[src/hdl/mdp_pkg.sv]
// Constants, register map and drive modes of the motor drive gating block.
package mdp_pkg;

  localparam int unsigned ADDR_W = 8;
  localparam int unsigned DATA_W = 32;

  localparam logic [7:0] REG_CTRL  = 8'h00;
  localparam logic [7:0] REG_STAT  = 8'h04;
  localparam logic [7:0] REG_MASK  = 8'h08;
  localparam logic [7:0] REG_STATE = 8'h0C;
  localparam logic [7:0] REG_OCCNT = 8'h10;

  localparam int unsigned CTRL_EN_BIT = 0;
  localparam logic        CTRL_EN_RST = 1'h1;

  localparam int unsigned EV_W       = 5;
  localparam int unsigned EV_OC      = 0;
  localparam int unsigned EV_UV      = 1;
  localparam int unsigned EV_THERM   = 2;
  localparam int unsigned EV_INVALID = 3;
  localparam int unsigned EV_CYCLE   = 4;
  localparam logic [4:0]  MASK_RST   = 5'h00;
  localparam logic [4:0]  STAT_RST   = 5'h00;

  localparam int unsigned ST_PWM   = 0;
  localparam int unsigned ST_SENSE = 1;
  localparam int unsigned ST_UV    = 2;
  localparam int unsigned ST_FAULT = 5;
  localparam int unsigned ST_MODE  = 6;
  localparam int unsigned ST_TOPIN = 8;
  localparam int unsigned ST_FPIN  = 11;

  localparam int unsigned OCCNT_W   = 16;
  localparam int unsigned PHASES    = 3;
  localparam int unsigned UV_CHANS  = 3;
  localparam logic        UV_RST    = 1'h1;

  typedef enum logic [1:0] {
    MDP_RUN,
    MDP_BRAKE,
    MDP_OFF,
    MDP_UVLO
  } mdp_mode_t;

endpackage

[src/hdl/mdp_gate.sv]
// Dual-latch modulator, current limit and fault gating of a three-phase bridge driver.
//
// Implementation choices: the register offsets and strobed register access.
module mdp_gate (
  input  wire logic                       clk,
  input  wire logic                       sys_rst,
  input  wire logic                       ramp_start,
  input  wire logic                       ramp_above_cmd,
  input  wire logic                       over_current,
  input  wire logic [2:0]                 uv_trip,
  input  wire logic [2:0]                 uv_release,
  input  wire logic                       thermal_shdn,
  input  wire logic                       output_enable,
  input  wire logic                       brake,
  input  wire logic                       sensor_valid,
  input  wire logic [2:0]                 top_cmd,
  input  wire logic [2:0]                 bottom_cmd,
  input  wire logic [2:0]                 top_drive_i,
  input  wire logic                       fault_i,
  output logic      [2:0]                 top_drive_o,
  output logic      [2:0]                 top_drive_oe_n,
  output logic      [2:0]                 bottom_drive,
  output logic                            fault_o,
  output logic                            fault_oe_n,
  output logic                            irq,
  input  wire logic [mdp_pkg::ADDR_W-1:0] reg_addr,
  input  wire logic [mdp_pkg::DATA_W-1:0] reg_wdata,
  input  wire logic                       reg_wr,
  input  wire logic                       reg_rd,
  output logic      [mdp_pkg::DATA_W-1:0] reg_rdata
);

  localparam int unsigned SYNC_W = 23;

  function automatic logic hit(input logic [mdp_pkg::ADDR_W-1:0] a,
                               input logic [7:0] off);
    hit = (a == off);
  endfunction

  // Synchronised pins.
  wire  [SYNC_W-1:0] raw_in;
  logic [SYNC_W-1:0] s_in;
  wire               s_start;
  wire               s_above;
  wire               s_oc;
  wire  [2:0]        s_trip;
  wire  [2:0]        s_rel;
  wire               s_therm;
  wire               s_en;
  wire               s_brake;
  wire               s_valid;
  wire  [2:0]        s_top;
  wire  [2:0]        s_bot;
  wire  [2:0]        s_top_pin;
  wire               s_fault_pin;

  assign raw_in = {fault_i, top_drive_i, bottom_cmd, top_cmd, sensor_valid, brake,
                   output_enable, thermal_shdn, uv_release, uv_trip, over_current,
                   ramp_above_cmd, ramp_start};

  mdp_sync #(
    .W (SYNC_W)
  ) u_sync (
    .clk      (clk),
    .sys_rst  (sys_rst),
    .async_in (raw_in),
    .sync_out (s_in)
  );

  assign s_start     = s_in[0];
  assign s_above     = s_in[1];
  assign s_oc        = s_in[2];
  assign s_trip      = s_in[5:3];
  assign s_rel       = s_in[8:6];
  assign s_therm     = s_in[9];
  assign s_en        = s_in[10];
  assign s_brake     = s_in[11];
  assign s_valid     = s_in[12];
  assign s_top       = s_in[15:13];
  assign s_bot       = s_in[18:16];
  assign s_top_pin   = s_in[21:19];
  assign s_fault_pin = s_in[22];

  logic [2:0] uv_q;
  wire        uv_any;

  mdp_hyst #(
    .N (mdp_pkg::UV_CHANS)
  ) u_hyst (
    .clk        (clk),
    .sys_rst    (sys_rst),
    .trip       (s_trip),
    .release_ok (s_rel),
    .active     (uv_q)
  );

  assign uv_any = |uv_q;

  // Latches and cycle edge.
  logic start_prev_q;
  logic pwm_q;
  logic pwm_d;
  logic sense_q;
  logic sense_d;
  wire  start_edge;
  wire  conduct;

  assign start_edge = s_start & ~start_prev_q;
  assign conduct    = pwm_q & sense_q;

  assign pwm_d = start_edge ? 1'b1 : (s_above ? 1'b0 : pwm_q);

  // over-current clears sense
  // Clear beats set so a current still above threshold at cycle start gives no pulse.
  assign sense_d = s_oc ? 1'b0 : (start_edge ? 1'b1 : sense_q);

  always_ff @(posedge clk) begin
    if (sys_rst) begin
      start_prev_q <= 1'b0;
      pwm_q        <= 1'b0;
      sense_q      <= 1'b0;
    end else begin
      start_prev_q <= s_start;
      pwm_q        <= pwm_d;
      sense_q      <= sense_d;
    end
  end

  // Software registers.
  logic                        ctrl_en_q;
  logic [mdp_pkg::EV_W-1:0]    mask_q;
  logic [mdp_pkg::EV_W-1:0]    stat_q;
  logic [mdp_pkg::EV_W-1:0]    stat_d;
  wire  [mdp_pkg::EV_W-1:0]    events;
  logic [mdp_pkg::OCCNT_W-1:0] occnt_q;
  logic [mdp_pkg::OCCNT_W-1:0] occnt_d;
  wire                         en_eff;
  wire                         wr_ctrl;
  wire                         wr_mask;
  wire                         wr_occnt;
  wire                         rd_stat;
  wire                         oc_cut;

  assign wr_ctrl  = reg_wr & hit(reg_addr, mdp_pkg::REG_CTRL);
  assign wr_mask  = reg_wr & hit(reg_addr, mdp_pkg::REG_MASK);
  assign wr_occnt = reg_wr & hit(reg_addr, mdp_pkg::REG_OCCNT);
  assign rd_stat  = reg_rd & hit(reg_addr, mdp_pkg::REG_STAT);

  assign en_eff = s_en & ctrl_en_q & ~s_therm;

  assign oc_cut = sense_q & s_oc;

  assign events[mdp_pkg::EV_OC]      = s_oc;
  assign events[mdp_pkg::EV_UV]      = uv_any;
  assign events[mdp_pkg::EV_THERM]   = s_therm;
  assign events[mdp_pkg::EV_INVALID] = ~s_valid;
  assign events[mdp_pkg::EV_CYCLE]   = start_edge;

  // A read clears the bits it returned, but an event in that cycle survives.
  assign stat_d  = (rd_stat ? '0 : stat_q) | events;
  assign occnt_d = wr_occnt ? '0 :
                   ((oc_cut && occnt_q != '1) ? occnt_q + 1'b1 : occnt_q);

  always_ff @(posedge clk) begin
    if (sys_rst) begin
      ctrl_en_q <= mdp_pkg::CTRL_EN_RST;
      mask_q    <= mdp_pkg::MASK_RST;
      stat_q    <= mdp_pkg::STAT_RST;
      occnt_q   <= '0;
    end else begin
      ctrl_en_q <= wr_ctrl ? reg_wdata[mdp_pkg::CTRL_EN_BIT] : ctrl_en_q;
      mask_q    <= wr_mask ? reg_wdata[mdp_pkg::EV_W-1:0] : mask_q;
      stat_q    <= stat_d;
      occnt_q   <= occnt_d;
    end
  end

  // Drive mode selection.
  mdp_pkg::mdp_mode_t mode;
  logic [2:0]         top_on;
  logic [2:0]         bot_on;
  wire                fault_d;

  always_comb begin
    if (uv_any) begin
      mode = mdp_pkg::MDP_UVLO;
    end else if (s_brake) begin
      mode = mdp_pkg::MDP_BRAKE;
    end else if (!s_valid || !en_eff) begin
      mode = mdp_pkg::MDP_OFF;
    end else begin
      mode = mdp_pkg::MDP_RUN;
    end
  end

  always_comb begin
    case (mode)
      mdp_pkg::MDP_RUN: begin
        top_on = s_top & {3{sense_q}};
        bot_on = s_bot & {3{conduct}};
      end
      mdp_pkg::MDP_BRAKE: begin
        top_on = 3'h0;
        bot_on = 3'h7;
      end
      mdp_pkg::MDP_OFF: begin
        top_on = 3'h0;
        bot_on = 3'h0;
      end
      default: begin
        top_on = 3'h0;
        bot_on = 3'h0;
      end
    endcase
  end

  assign fault_d = uv_any | ~s_valid | ~en_eff | s_oc;

  // Output and bus registers.
  logic [2:0]                 top_oe_n_q;
  logic [2:0]                 bot_q;
  logic                       fault_oe_n_q;
  logic                       pin_low_q;
  logic                       irq_q;
  logic [mdp_pkg::DATA_W-1:0] rdata_q;
  wire  [mdp_pkg::DATA_W-1:0] rdata_d;
  wire  [mdp_pkg::DATA_W-1:0] state_word;

  assign state_word = {20'h00000, s_fault_pin, s_top_pin, mode, fault_d, uv_q,
                       sense_q, pwm_q};

  assign rdata_d = !reg_rd ? 32'h00000000 :
                   hit(reg_addr, mdp_pkg::REG_CTRL)  ? {31'h00000000, ctrl_en_q} :
                   hit(reg_addr, mdp_pkg::REG_STAT)  ? {27'h0000000, stat_q} :
                   hit(reg_addr, mdp_pkg::REG_MASK)  ? {27'h0000000, mask_q} :
                   hit(reg_addr, mdp_pkg::REG_STATE) ? state_word :
                   hit(reg_addr, mdp_pkg::REG_OCCNT) ? {16'h0000, occnt_q} :
                   32'h00000000;

  // open-drain pins pull low when asserted
  // fault may feed enable back externally
  always_ff @(posedge clk) begin
    if (sys_rst) begin
      top_oe_n_q   <= 3'h7;
      bot_q        <= 3'h0;
      fault_oe_n_q <= 1'b0;
      pin_low_q    <= 1'b0;
      irq_q        <= 1'b0;
      rdata_q      <= 32'h00000000;
    end else begin
      top_oe_n_q   <= ~top_on;
      bot_q        <= bot_on;
      fault_oe_n_q <= ~fault_d;
      pin_low_q    <= 1'b0;
      irq_q        <= |(stat_d & mask_q);
      rdata_q      <= rdata_d;
    end
  end

  assign top_drive_o    = {3{pin_low_q}};
  assign top_drive_oe_n = top_oe_n_q;
  assign bottom_drive   = bot_q;
  assign fault_o        = pin_low_q;
  assign fault_oe_n     = fault_oe_n_q;
  assign irq            = irq_q;
  assign reg_rdata      = rdata_q;
endmodule

[src/hdl/mdp_hyst.sv]
// Undervoltage indications held between separate trip and release comparators.
module mdp_hyst #(
  parameter int unsigned N = 3
) (
  input  wire logic         clk,
  input  wire logic         sys_rst,
  input  wire logic [N-1:0] trip,
  input  wire logic [N-1:0] release_ok,
  output logic      [N-1:0] active
);

  genvar i;
  generate
    for (i = 0; i < N; i++) begin : g_ch
      // set at trip, clear only at release
      // Starting in lockout keeps the bridge off until each supply proves good.
      always_ff @(posedge clk) begin
        if (sys_rst) begin
          active[i] <= mdp_pkg::UV_RST;
        end else if (trip[i]) begin
          active[i] <= 1'b1;
        end else if (release_ok[i]) begin
          active[i] <= 1'b0;
        end
      end
    end
  endgenerate

endmodule

[src/hdl/mdp_sync.sv]
// Two-stage synchroniser for a vector of asynchronous levels.
module mdp_sync #(
  parameter int unsigned W = 1
) (
  input  wire logic         clk,
  input  wire logic         sys_rst,
  input  wire logic [W-1:0] async_in,
  output logic      [W-1:0] sync_out
);

  logic [W-1:0] meta_q;

  // The first stage feeds only the second stage.
  always_ff @(posedge clk) begin
    if (sys_rst) begin
      meta_q   <= '0;
      sync_out <= '0;
    end else begin
      meta_q   <= async_in;
      sync_out <= meta_q;
    end
  end

endmodule

[config.mk]
export PLATFORM = sky130hd
export DESIGN_NAME = mdp_gate
export DESIGN_NICKNAME = d
export VERILOG_FILES = /design/src/hdl/mdp_pkg.sv /design/src/hdl/mdp_gate.sv /design/src/hdl/mdp_hyst.sv /design/src/hdl/mdp_sync.sv
export SDC_FILE = /design/constraint.sdc
export NUM_CORES = 1
export LEC_CHECK = 0
export ABC_AREA = 0
export ABC_CLOCK_PERIOD_IN_PS = 2100
export BUFFER_PORTS_ARGS = -buffer_cell sky130_fd_sc_hd__clkbuf_2
export CAP_MARGIN = 10
export CORE_MARGIN = 2
export CORE_UTILIZATION = 40
export CTS_BUF_LIST = sky130_fd_sc_hd__clkbuf_8
export DETAILED_ROUTE_END_ITERATION = 8
export GPL_TIMING_DRIVEN = 0
export PLACE_DENSITY = 0.76
export SLEW_MARGIN = 20
export SYNTH_ARGS = -nofsm -noshare
export SYNTH_HDL_FRONTEND = slang
export SYNTH_SLANG_ARGS = --single-unit
export TNS_END_PERCENT = 10
[constraint.sdc]
create_clock -name clk -period 2.1 [get_ports clk]
set_clock_uncertainty 0.1 [all_clocks]
set_input_delay 0.42 -clock clk [delete_from_list [all_inputs] [get_ports clk]]
set_output_delay 0.42 -clock clk [all_outputs]
set_load 0.02 [all_outputs]
# Yosys cells after proc, flatten, opt, wreduce, memory -nomap -nowiden
# Cells that the tools add are included.
dict set report op_classes {
  addsub 1
  mul 0
  div_mod_pow 0
  n_lt_le_gt_ge 0
  n_eq_ne 6
  shifts 0
  muxes 13
  bitwise_logic 24
  n_reduce_logical 19
}
# operator n
set op_table {}
lappend op_table {{two-way mux 12 bit} 2}
lappend op_table {{adder 16 x 1 -> 16 bit, second input constant} 1}
lappend op_table {{equality test 8 x 4 -> 1 bit, second input constant} 2}
lappend op_table {{inequality test 16 bit, second input constant} 1}
lappend op_table {{two-way mux 5 bit} 3}
lappend op_table {{OR reduction 2 bit} 6}
lappend op_table {{OR reduction 5 bit} 2}
lappend op_table {{bitwise AND 1 bit} 9}
lappend op_table {{equality test 8 x 3 -> 1 bit, second input constant} 1}
lappend op_table {{equality test 8 x 5 -> 1 bit, second input constant} 1}
lappend op_table {{zero test 8 bit} 1}
lappend op_table {{NOT 1 bit} 7}
lappend op_table {{OR reduction 7 bit} 1}
lappend op_table {{bitwise AND 3 bit} 2}
lappend op_table {{two-way mux 2 bit} 3}
lappend op_table {{one-hot mux 3 bit (2 select lines)} 1}
lappend op_table {{OR reduction 3 bit} 2}
lappend op_table {{OR reduction 6 bit} 1}
lappend op_table {{bitwise AND 5 bit} 1}
lappend op_table {{bitwise OR 5 bit} 1}
lappend op_table {{two-way mux 1 bit} 3}
lappend op_table {{two-way mux 3 bit} 1}
lappend op_table {{NOT 3 bit} 1}
lappend op_table {{bitwise OR 1 bit} 3}
lappend op_table {{other kinds (6)} 7}
dict set report word_totals {
  ff_bits 119
  latch_bits 0
  ramBits 0
  rom_bits 0
  inputBits 67
  n_memories 0
}

# Longest topological paths before layout
dict set report depth {
  word_depth 11
  depth_mapped 6
  depth_no_buf 5
}

# Hierarchy
# Synthesis repeated with hierarchy kept, for this count alone.
dict set report hier_totals {
  cells_unflattened 401
  area_unflattened_um2 3965.1
}
# mod n_inst cells_per_inst area_each_um2 seq_area_each_um2
set modules_own_cells {}
lappend modules_own_cells {mdp_gate 1 293 2637.5 1081.0}
lappend modules_own_cells {mdp_sync 1 96 1229.9 920.9}
lappend modules_own_cells {mdp_hyst 1 12 97.6 60.1}

# Worst setup path before layout
# No wires, ideal clock.
dict set report synth_timing {
  path_type {register to register}
  from {register occnt_q[0] in the netlist's numbering}
  to {register occnt_q[0] in the netlist's numbering}
  setup_time_ns 0.120
  arrival_time_ns 1.599
  slack_ns 0.281
  path_stages_with_launch 7
  synth_period_minus_slack_ns 1.819
  path_cell_list {dfxtp_1 -> ha_1 -> inv_1 -> nor4_4 -> buf_4 -> mux2i_1 -> a21oi_1}
}
dict set report synth_between {
  elab_chain_len 2
  word_cells_on_any_way 3
  classes_between {add/sub: 1; eq/ne: 1; reduce/logical: 1}
}
# item line
set synth_rtl {}
lappend synth_rtl {{start, declared} mdp_gate.sv:135} ;# logic [mdp_pkg::OCCNT_W-1:0] occnt_q;
lappend synth_rtl {{start signal, assigned} mdp_gate.sv:174} ;# occnt_q <= occnt_d;
lappend synth_rtl {{parallel branches: the longest is 2 deep, another holds adder 16 x 1 -> 16 bit} -}
# Several ways; the timed one is not identified.
# A chain may end at the register's enable or synchronous reset.

# Worst setup path in the final report
dict set report layout_timing {
  from {register occnt_q[0] in the netlist's numbering}
  to {register occnt_q[5] in the netlist's numbering}
}
# The elaborated chain is that of the path after synthesis.

==> metrics.txt <==
status finished, final reports clean; GRT overflow 0; Max-Slew Margin vs Limit 0.456; clk sinks 103; final net count 579; Final Critical Period 1.94 ns; CTS Buf Count 9; Most used DFF post-synth dfxtp_1; Place WS -0.0745 ns; Clk pwr share 0.340; via density per instance 4.82; startpoint types flip-flop; Worst R2R Path Depth 6; post-synthesis cell type count 53; vias in the first global route 2926; Syn Inst Count 416; hold slack final 0.162 ns; Hold Fails Final Rpt 0; worst path arrival time 2.13 ns; largest fanout on the critical path 8; initial antenna violation count 0; final worst-path cycle share 0.922; multiplexer share of the synthesized area 0.0301; Final ANT Viol Nets 0; CTS Buffer Depth 2; Pre-Repair DR Iteration Count 4; Post-Synth XOR/XNOR Area 0; proportion of layout cells with a drive suffix above 1 0.225; post-synthesis adder-cell area fraction 0.00313; max_cap viols 0; total core area 0.00973 mm^2; Power Density 720 mW/mm^2; Routed WL per cell 12.9 um; total number of vias 3131; 1st-iter DRT viols 122; main combinational cell family by area after synthesis simple AND/OR/NAND/NOR gates; Post-route DRC 0; Initial Util 0.411; kind of critical path reg2reg; multi-input logic area 0.00172 mm^2; Hold Crit Depth 2; CP required 2.30 ns; Flop pwr share 0.591; Die Area 0.0108 mm^2; area delta synth->final 19.1%; clk root buf clkbuf_8; Cell Rows 36; syn_area_per_cell 9.61 um^2; main area contributors after synthesis dfxtp_1, nor2b_1, buf_4; post-synthesis compound-gate area fraction 0.121; simple-gate share of the synthesized area 0.256; register bit count reported by yosys 103; Post-Route WL 8.34 mm; Yosys top cell area share 0.516; Lkg Pwr 2.06 nW; Setup crit end kind flip-flop; commonest cells after routing, fill and taps aside dfxtp_1, clkbuf_2, nor2b_1, nand2_1, nor2_1; area leader, netlist dfxtp_1; number of I/O pins 111; CTS tree done; global-route wire length before repair 13.7 mm; Sw Ratio 0.252; die height 104 um; Post-DP HPWL 6.29 mm; # setup viols final 0; Hold-fix buffers, CTS 0; # fillers 960; Die Wd 104 um; largest net degree at the start of global routing 20; Buffers on Ports 62; commonest non-fill, non-tap cell in the layout dfxtp_1; Gate power share 0.069; CTS H-tree depth 3; switching pwr 862 uW; Hold Crit Class in2reg; fraction of registers with async set/reset 0; RD Place Congestion 0.855; worst slew pin tran 0.812 ns; later-pin clock latency in the skew report 0.36 ns; Design Power 3.43 mW; f_max 516 MHz; fin. max-slew vios 0; PnR worst setup slack 0.163 ns; RSZ-0062 raised after global routing false; clock-pin transition on the worst setup and hold timing paths 0.11 ns; FF/Latch Area 0.00206 mm^2; total track usage 0.157; synthesized area 0.00400 mm^2; worst vdd ir 0.000297 V; Internal 2.56 mW; synth warn 0; EDFF count, synth 0; register area share after synthesis 0.516; diode count 0
-- registers in the layout, summed over array words and instances, names as in the netlist --
register         count
u_sync.meta_q       23
u_sync.sync_out     23
occnt_q             16
reg_rdata           16
mask_q               5
stat_q               5
bottom_drive         3
top_drive_oe_n       3
u_hyst.active        3
ctrl_en_q            1
fault_oe_n           1
irq                  1
pwm_q                1
sense_q              1
start_prev_q         1
-- critical path, stage by stage, from the launching register on --
cell and delay (ns):
dfxtp_2 0.37, ha_1 0.27, inv_1 0.12, nor4_4 0.06, buf_4 0.15, a2111oi_0 0.56, mux2i_1 0.24
-- area by class of cell --
cell class / count / area share
repair buffers: 65 / 0.0699
inverters: 13 / 0.0102
plain buffers: 39 / 0.0507
flip-flops and latches: 103 / 0.433
well taps: 133 / 0.0350
clock inverters: 7 / 0.0129
multi-input cells: 280 / 0.362
clock buffers: 9 / 0.0260
-- path summary, 6_finish.rpt --
kind	startpoint	to	slack, ns
worst max-delay path	occnt_q[0]	occnt_q[5]	0.16
worst min-delay path	brake	u_sync.meta_q[11]	0.16
worst max register to register	occnt_q[0]	occnt_q[5]	0.16
worst min register to register	u_sync.sync_out[14]	top_drive_oe_n[1]	0.28
-- cells in the mapped netlist (all sizes together), types with 2 or more instances --
cell     number
a22o          6
a2111o        4
and3b         3
mux2i        12
nand4         9
and4b         3
nand3         6
and3          6
a21oi        15
and2          5
or2b          3
nor2b        51
nor4          3
clkbuf       12
nand2b        9
a211oi        3
buf          27
inv          13
nor2         26
a31oi         6
a22oi         4
or4           2
nor3          6
dfxtp       103
o31ai         5
nand2        36
and4          4
a2111oi       3
o21ai        15
-- through the flow --
stage / area (um^2) / TNS, ns / util / cells
global route: 4760 / 0 / 0.489 / 649
CTS: 4750 / 0 / 0.488 / 649
detailed placement: 4540 / -0.317 / 0.467 / 630
global placement: 4540 / -0.108 / 0.467 / 630
floorplan: 4070 / 0 / - / 435
finish: 4760 / 0 / 0.489 / 649
-- timing repair --
action                     4_1_cts  5_1_grt
buffers inserted                 3        0
pin swaps                        1        0
setup endpoints to repair        3        7
gates resized for setup          0        4
-- power groups by stage --
stage	Sequential, mW	Combinational [mW]	Clock, mW
after global routing	2.03	0.260	1.28
after CTS	2.02	0.236	1.19
after global placement	2.07	0.233	0
after floorplan	2.06	0.164	0
after detailed placement	2.07	0.235	0
final	2.02	0.236	1.17
-- logic make-up (layout without fill, tap and decap cells) --
family          Yosys count  in the layout
fa+ha+maj                 1              1
simple gates            177            177
flops                   103            103
compound gates           70             70
buf+inv                  52            133
other cells               1             20
mux                      12             12
-- per-layer routing --
metal,track usage,vias up,share of wire
met5,0,-,0
met4,0.0569,0,0.018
met3,0.0407,14,0.040
met2,0.286,71,0.51
met1,0.175,1458,0.43
li1,-,1588,-
Power figures use the tool's default switching activity.
